--- config.mk ---
export PLATFORM = sky130hd
export DESIGN_NAME = tcb_bus_release
export DESIGN_NICKNAME = d
export VERILOG_FILES = /design/src/rtl/tcb_pkg.sv /design/src/rtl/tcb_data_count.sv /design/src/rtl/tcb_bus_release.sv
export SDC_FILE = /design/constraint.sdc
export NUM_CORES = 1
export LEC_CHECK = 0
export ABC_AREA = 1
export BUFFER_PORTS_ARGS = -buffer_cell sky130_fd_sc_hd__buf_2
export CAP_MARGIN = 20
export CORE_MARGIN = 4
export CORE_UTILIZATION = 30
export CTS_BUF_LIST = sky130_fd_sc_hd__clkbuf_8
export CTS_CLUSTER_DIAMETER = 150
export DETAILED_ROUTE_END_ITERATION = 7
export GPL_TIMING_DRIVEN = 0
export SETUP_SLACK_MARGIN = 0.05
export SLEW_MARGIN = 5
export SYNTH_ARGS = -nofsm -noshare
export SYNTH_HDL_FRONTEND = slang
export SYNTH_SLANG_ARGS = --single-unit
--- constraint.sdc ---
create_clock -name clk_sys -period 2.7 [get_ports clk_sys]
set_clock_uncertainty 0.05 [all_clocks]
set_input_delay 0.27 -clock clk_sys [delete_from_list [all_inputs] [get_ports clk_sys]]
set_output_delay 0.27 -clock clk_sys [all_outputs]
set_load 0.02 [all_outputs]
--- src/rtl/tcb_pkg.sv ---
// constants shared by the transfer controller bus-ownership logic
package tcb_pkg;
  localparam int STEP_W = 2;
  localparam int CNT_W = 8;
  localparam logic [STEP_W-1:0] STEP_VEC = 2'h0;
  localparam logic [STEP_W-1:0] STEP_INFO = 2'h1;
  localparam logic [STEP_W-1:0] STEP_DATA = 2'h2;
  localparam logic [STEP_W-1:0] STEP_WB = 2'h3;
  localparam logic [CNT_W-1:0] CNT_RESET = 8'h00;
  localparam logic [CNT_W-1:0] CNT_ONE = 8'h01;
  localparam logic BUS_REQ_RESET = 1'b0;
endpackage

--- src/rtl/tcb_data_count.sv ---
// remaining single data transfers of the current transfer information
`timescale 1ns/100ps
`default_nettype none
module tcb_data_count
  import tcb_pkg::*;
(
  // clock and reset
  input wire logic clk_sys,
  input wire logic rst_b,
  // control
  input wire logic load,
  input wire logic [CNT_W-1:0] loadVal,
  input wire logic dec,
  // status
  output logic last
);
  logic [CNT_W-1:0] remain;

  always_ff @(posedge clk_sys) begin
    if (!rst_b) begin
      remain <= CNT_RESET;
    end else if (load) begin
      remain <= loadVal;
    end else if (dec && remain != CNT_RESET) begin
      remain <= remain - CNT_ONE;
    end
  end

  // a count of zero is taken as one transfer
  assign last = (remain <= CNT_ONE);
endmodule
`default_nettype wire

--- src/rtl/tcb_bus_release.sv ---
// bus-ownership sequencer of the data transfer controller
//
// Summary of operation
// RULE1 - on activation, request internal bus from arbiter before any step
// RULE2 - lock 0 burst 0: keep bus during steps, release after write-back
// RULE3 - lock 0 burst 1: release after normal write-back, keep if continuous
// RULE4 - lock 1 burst 0: release bus after every step
// RULE5 - lock 1 with burst 1 is unsupported; activation refused, fault flagged
// RULE6 - software keeps priority select 0 while lock select is 1
`timescale 1ns/100ps
`default_nettype none
module tcb_bus_release
  import tcb_pkg::*;
(
  // clock and reset
  input wire logic clk_sys,
  input wire logic rst_b,
  // configuration
  input wire logic bus_lock_select,
  input wire logic burst_release_select,
  input wire logic activation_priority_select,
  // activation
  input wire logic actReq,
  // arbiter
  output logic busReq,
  input wire logic busGrant,
  // step datapath
  output logic stepGo,
  output logic [STEP_W-1:0] stepKind,
  input wire logic stepDone,
  input wire logic [CNT_W-1:0] xferCount,
  input wire logic chainNext,
  // status
  output logic busy,
  output logic cfgFault
);
  typedef enum logic [2:0] {
    ST_IDLE,
    ST_REQ,
    ST_GO,
    ST_WAIT,
    ST_REL
  } tcb_state_t;

  tcb_state_t state;
  tcb_state_t next_state;
  logic [STEP_W-1:0] curStep;
  logic [STEP_W-1:0] next_step;
  logic lockCfg;
  logic burstCfg;
  logic lastData;
  logic waitDone;
  logic seqEnd;
  logic relNow;
  logic badCombo;

  // release decision after a finished step
  function automatic logic rel_after(input logic [STEP_W-1:0] step,
                                     input logic lock,
                                     input logic burst,
                                     input logic chain);
    logic r;
    r = 1'b1;
    if (lock) begin
      r = 1'b1; // RULE4
    end else if (step != STEP_WB) begin
      r = 1'b0; // RULE2 RULE3
    end else if (burst) begin
      r = !chain; // RULE3
    end else begin
      r = 1'b1; // RULE2
    end
    return r;
  endfunction

  assign badCombo = bus_lock_select && burst_release_select;
  assign waitDone = (state == ST_WAIT) && stepDone;
  assign seqEnd = (curStep == STEP_WB) && !chainNext;
  assign relNow = rel_after(curStep, lockCfg, burstCfg, chainNext);

  tcb_data_count u_count (
    .clk_sys(clk_sys),
    .rst_b(rst_b),
    .load(waitDone && curStep == STEP_INFO),
    .loadVal(xferCount),
    .dec(waitDone && curStep == STEP_DATA),
    .last(lastData)
  );

  // next step of the transfer sequence
  always_comb begin
    next_step = curStep;
    if (state == ST_IDLE) begin
      next_step = STEP_VEC;
    end else if (waitDone) begin
      unique case (curStep)
        STEP_VEC: next_step = STEP_INFO;
        STEP_INFO: next_step = STEP_DATA;
        STEP_DATA: next_step = lastData ? STEP_WB : STEP_DATA;
        STEP_WB: next_step = STEP_INFO;
      endcase
    end
  end

  always_comb begin
    next_state = state;
    unique case (state)
      ST_IDLE: begin
        if (actReq && !badCombo) begin
          next_state = ST_REQ; // RULE1 RULE5
        end
      end
      ST_REQ: begin
        if (busGrant) begin
          next_state = ST_GO;
        end
      end
      ST_GO: next_state = ST_WAIT;
      ST_WAIT: begin
        if (stepDone) begin
          if (seqEnd) begin
            next_state = ST_IDLE;
          end else if (relNow) begin
            next_state = ST_REL;
          end else begin
            next_state = ST_GO;
          end
        end
      end
      ST_REL: next_state = ST_REQ;
    endcase
  end

  always_ff @(posedge clk_sys) begin
    if (!rst_b) begin
      state <= ST_IDLE;
      curStep <= STEP_VEC;
    end else begin
      state <= next_state;
      curStep <= next_step;
    end
  end

  // configuration is held for a whole activation
  always_ff @(posedge clk_sys) begin
    if (!rst_b) begin
      lockCfg <= 1'b0;
      burstCfg <= 1'b0;
    end else if (state == ST_IDLE) begin
      lockCfg <= bus_lock_select;
      burstCfg <= burst_release_select;
    end
  end

  // bus request held from activation until a release point
  always_ff @(posedge clk_sys) begin
    if (!rst_b) begin
      busReq <= BUS_REQ_RESET;
    end else begin
      busReq <= (next_state == ST_REQ) || (next_state == ST_GO) ||
                (next_state == ST_WAIT); // RULE1
    end
  end

  always_ff @(posedge clk_sys) begin
    if (!rst_b) begin
      stepGo <= 1'b0;
      stepKind <= STEP_VEC;
    end else begin
      stepGo <= (next_state == ST_GO) && busGrant; // RULE1
      stepKind <= next_step;
    end
  end

  always_ff @(posedge clk_sys) begin
    if (!rst_b) begin
      busy <= 1'b0;
      cfgFault <= 1'b0;
    end else begin
      busy <= (next_state != ST_IDLE);
      cfgFault <= badCombo ||
                  (bus_lock_select && activation_priority_select); // RULE5 RULE6
    end
  end
endmodule
`default_nettype wire

---- After elaboration in Yosys (flattened, before gate mapping) ----
Index checks and enable logic that the tools add are counted.
storage, ports and cells
  bits in registers ....................... 19
  input port bits ......................... 17
  output and inout bits ................... 6
  word-level logic and storage cells ...... 57
cells by class
  add/subtract/negate cells ............... 1
  $lt $le $gt $ge ......................... 1
  equality and inequality tests ........... 11
  muxes and demuxes ....................... 13
  bitwise logic cells ..................... 1
  reductions and logical operators ........ 21
operators by type and width
  cell                                                             count
  two-way mux 8 bit                                                2
  two-way mux 3 bit                                                5
  case mux 3 bit (5 select lines)                                  1
  equality test 3 x 2 -> 1 bit (second input constant)             4
  logical AND 1 bit                                                9
  less-or-equal comparator 8 x 1 -> 1 bit (second input constant)  1
  nonzero test 8 bit                                               1
  subtractor 8 x 1 -> 8 bit (second input constant)                1
  equality test 3 x 1 -> 1 bit (second input constant)             2
  case mux 2 bit (3 select lines)                                  1
  equality test 2 bit (second input constant)                      2
  two-way mux 1 bit                                                4
  OR reduction 2 bit                                               2
  equality test 3 bit (second input constant)                      1
  zero test 3 bit                                                  1
  logical OR 1 bit                                                 3
  nonzero test 3 bit                                               1
  equality test 2 x 1 -> 1 bit (second input constant)             1
  zero test 1 bit                                                  2
  zero test 2 bit                                                  1
  != test 2 bit (second input constant)                            1
  nonzero test 2 bit                                               1
  inverter 1 bit                                                   1

---- Longest topological paths before layout ----
  depth after elaboration ................. 11
  gate-level depth with buffers ........... 11

---- Modules after synthesis ----
Synthesis repeated with hierarchy kept, for this count alone.
second synthesis, totals
  cell total of the unflattened synthesis .. 179
  area total of the unflattened synthesis .. 1,217.4 um^2
modules (own cells, without submodules)
  module           times used  cells an instance  area each (um^2)  sequential area each (um^2)
  tcb_data_count   1           94                 623.1             160.2
  tcb_bus_release  1           85                 594.3             220.2

---- Least setup slack after synthesis ----
OpenSTA, ideal clock, no wires.
  kind .................................... register to register
  from .................................... reg, netlist name stepKind[1]
  to ...................................... reg u_count.remain[5]
  library setup time ...................... 0.112 ns
  arrival time ............................ 1.336 ns
  required time ........................... 2.538 ns
  path slack .............................. 1.202 ns
  cell stages (with the launch flop) ...... 9
  period minus slack after synthesis ...... 1.498 ns
  cells stage by stage .................... dfxtp_1 -> ha_1 -> inv_1 -> nor3_4 -> nand2_4 -> nand2_4 -> inv_2 -> o21bai_2 -> nor2_2
RTL lines
  what                  line                  text
  end signal, assigned  tcb_data_count.sv:23  remain <= loadVal;
  end signal, assigned  tcb_data_count.sv:25  remain <= remain - CNT_ONE;
  end, declared         tcb_data_count.sv:17  logic [CNT_W-1:0] remain;

---- Worst setup path in the final report ----
  from .................................... reg u_count.remain[0]
  to ...................................... reg u_count.remain[1]
on the way
  cells in the longest elaborated chain, start to end .. 3
  elaborated cells on any way between the ends .. 6
ends and longest elaborated chain
  what                                                                    line                                        text
  subtractor 8 x 1 -> 8 bit / nonzero test 8 bit (equally long branches)  tcb_data_count.sv:25, tcb_data_count.sv:24
  two-way mux 8 bit / logical AND 1 bit (equally long branches)           tcb_data_count.sv:24                        end else if (dec && remain != CNT_RESET) begin
  two-way mux 8 bit / nonzero test 2 bit (equally long branches)          --
Several ways; a longest one is shown, not always the timed one. The select of a mux whose other input is x is not followed.
A chain may end at the register's enable or synchronous reset.

==> results.sh <==
export IMPL_cts_buffer_depth=2
export IMPL_synth_distinct_cells=30
export IMPL_period_minus_slack_ns=1.63
export IMPL_required_ns=2.80
export IMPL_via_count=1158
export IMPL_report_final_slew_viol_count=0
export IMPL_p_switching_mw=0.194
export IMPL_min_delay_start="activation_priority_select"
export IMPL_grt_overflow_total=0
export IMPL_cts_buffers=3
export IMPL_p_total_mw=0.644
export IMPL_yosysSeqAreaShare_pct=31.2
export IMPL_fmax_ghz=0.614
export IMPL_cap_violations=0
export IMPL_reg2reg_from="u_count.remain[0]$_SDFFE_PN0P_"
export IMPL_num_io_pins=23
export IMPL_cts_reportedPaths_clkPinSlew_ns=0.08
export IMPL_ff2ff_setup_slack_ns=1.07
export IMPL_reg2regPathDepth=10
export IMPL_cts_setup_buffers=0
export IMPL_row_count=22
export IMPL_final_cells=255
export IMPL_netlist_area_leader_share_pct=31.2
export IMPL_hpwl_mm=2.14
export IMPL_num_antenna_cells=0
export IMPL_portBuffers=22
export IMPL_cp_end_kind="flop"
export IMPL_start_kind="flop"
export IMPL_ir_drop_v=0.000189
export IMPL_slew_headroom_pct=80.3
export IMPL_placedCellCount=251
export IMPL_pwr_share_clk_pct=31.5
export IMPL_tightest_slew_ns=0.295
export IMPL_htreeDepth=1
export IMPL_syn_area_mm2=0.00122
export IMPL_drt_initial_drc_count=54
export IMPL_status="finished, final reports clean"
export IMPL_cellPowerDensity_mw_per_mm2=448
export IMPL_syn_num_nets=203
export IMPL_cts_resized_gates=0
export IMPL_whs_endpoint="cfgFault$_SDFF_PN0_"
export IMPL_vias_per_cell=4.54
export IMPL_routedWlPerCell_um=10.4
export IMPL_stdcell_area_mm2=0.00144
export IMPL_start_util_pct=32.1
export IMPL_criticalPathCategory="reg2reg"
export IMPL_die_h_um=71.8
export IMPL_final_util_pct=37.8
export IMPL_p_sw_share_pct=30.1
export IMPL_grt_pass1_vias=1026
export IMPL_seqPwrFrac_pct=49.0
export IMPL_cp_data_arrival_time_ns=1.73
export IMPL_synthFlopType="dfxtp_1"
export IMPL_cts_root_buf="clkbuf_8"
export IMPL_ant_nets=0
export IMPL_yosysTopAreaCell="dfxtp_1"
export IMPL_hold_buffers=0
export IMPL_hold_class="in2reg"
export IMPL_yosys_warnings=0
export IMPL_antenna_found_initial=0
export IMPL_synth_edf_count=0
export IMPL_cts_sink_count=19
export IMPL_syn_inst=181
export IMPL_area_growth_pct=17.7
export IMPL_setup_violations=0
export IMPL_leakagePower_nw=0.742
export IMPL_post_route_period_util_pct=60.3
export IMPL_hold_depth=3
export IMPL_rr_endpoint="u_count.remain[1]$_SDFFE_PN0P_"
export IMPL_gr_usage_all_layers_pct=10.8
export IMPL_path_max_fanout=8
export IMPL_cts_tree="yes"
export IMPL_synth_area_leaders="dfxtp_1, nand2_1, inv_1"
export IMPL_power_frac_comb_pct=19.6
export IMPL_async_reset_ff_share_pct=0
export IMPL_drc=0
export IMPL_placed_cell_area_mm2=0.00139
export IMPL_die_area_mm2=0.00515
export IMPL_gp_congestion=0.837
export IMPL_syn_area_per_cell_um2=6.74
export IMPL_grt_pass1_wl_mm=4.51
export IMPL_routed_wl_mm=2.66
export IMPL_nets=230
export IMPL_setup_tns_ns=0
export IMPL_layout_drive_gt1_share_pct=25.6
export IMPL_dieWidth_um=71.8
export IMPL_hold_violations=0
export IMPL_core_area_mm2=0.00380
export IMPL_ys_seq_elements=19
export IMPL_worstSkewPairLatency_ns=0.25
export IMPL_grt_max_degree=12
export IMPL_first_pass_iters=4
export IMPL_rsz0062_at_grt="false"
export IMPL_power_internal_mw=0.450
[worst max-delay path by stage]
stage	startpoint	end	slack, ns
floorplan	stepKind[1]$_SDFFE_PP0P_	u_count.remain[5]$_SDFFE_PN0P_	1.20
global placement	u_count.remain[0]$_SDFFE_PN0P_	u_count.remain[5]$_SDFFE_PN0P_	1.08
detailed placement	u_count.remain[0]$_SDFFE_PN0P_	u_count.remain[5]$_SDFFE_PN0P_	1.07
CTS	u_count.remain[0]$_SDFFE_PN0P_	u_count.remain[5]$_SDFFE_PN0P_	1.06
global route	u_count.remain[0]$_SDFFE_PN0P_	u_count.remain[1]$_SDFFE_PN0P_	0.88
finish	u_count.remain[0]$_SDFFE_PN0P_	u_count.remain[1]$_SDFFE_PN0P_	1.07
[cells in the final DEF, fill, tap and decap left out, types with 2 or more instances in the layout]
cell type and count:
ha_1 5, nand3_1 11, inv_1 24, o21bai_2 2, dfxtp_1 19, nand4_1 2
clkinv_2 2, nor2_1 22, nor3_1 3, nand2_4 3, nor2_2 4, clkbuf_8 3
nand2_2 2, a21oi_1 7, o21ai_1 2, buf_2 23, nand2_1 39, o21ai_0 13
inv_2 7, o211ai_1 2, nor2_4 2
[power groups by stage]
| stage | logic (mW) | registers [mW] | clock network (mW) |
|---|---|---|---|
| global placement | 0.127 | 0.322 | 0 |
| CTS | 0.127 | 0.316 | 0.209 |
| global route | 0.144 | 0.318 | 0.223 |
| detailed placement | 0.127 | 0.322 | 0 |
| floorplan | 0.0748 | 0.335 | 0 |
| finish | 0.126 | 0.315 | 0.203 |
[kinds of logic after synthesis]
group / count (synthesis) / synth area share [%]
AOI/OAI and AO/OA: 29 / 14.2
adders and majority gates: 5 / 5.13
buffers and inverters: 35 / 11.6
DFF: 19 / 31.2
and+or+nand+nor: 93 / 37.9
[per-layer routing]
metal | GRT usage (%) | routed length, um | share of wire (%)
met5 | 0 | 0 | 0
met4 | 3.76 | 38 | 1.4
met3 | 1.96 | 90 | 3.4
met2 | 15.8 | 1110 | 42
met1 | 15.8 | 1420 | 53
[flip-flops by register name (all words and copies together) (netlist names)]
register        count
burstCfg            1
lockCfg             1
cfgFault            1
u_count.remain      8
stepGo              1
state               3
stepKind            2
busReq              1
busy                1
[cell usage after synthesis (2+ instances only)]
library cell / n
nand3_1: 11
o21bai_2: 2
nor2_2: 4
ha_1: 5
nor2_1: 22
o21ai_1: 2
o21ai_0: 13
dfxtp_1: 19
nor2_4: 2
nand2_4: 3
nor3_1: 3
nand2_1: 39
o211ai_1: 2
nand2_2: 2
inv_1: 24
nand4_1: 2
a21oi_1: 7
inv_2: 7
[worst max-delay path, cell delays in order (launching register included)]
cell,delay (ns)
dfxtp_1,0.40
inv_1,0.06
ha_1,0.25
nand2_1,0.11
clkinv_1,0.09
nand2_1,0.13
nand2_4,0.08
nand2_4,0.11
inv_2,0.09
nor2_1,0.11
nor2_1,0.05
[final cells by class]
class                      count  area [um2]
tap                           48        60.1
inverter                      33         125
buffer                         2        16.3
timing repair buffer          22         110
clock inverter                 1        5.00
fill                         443        2360
sequential                    19         380
clock buffer                   3        41.3
multi-input combinational    127         698
[stage by stage]
stage          setup slack, ns  hold slack [ns]
2_1_floorplan             1.20            0.360
3_3_place_gp              1.08            0.397
3_5_place_dp              1.07            0.403
4_1_cts                   1.06            0.222
5_1_grt                  0.884            0.232
6_report                  1.07            0.223
Note: power is estimated with default switching activity, not from simulation.
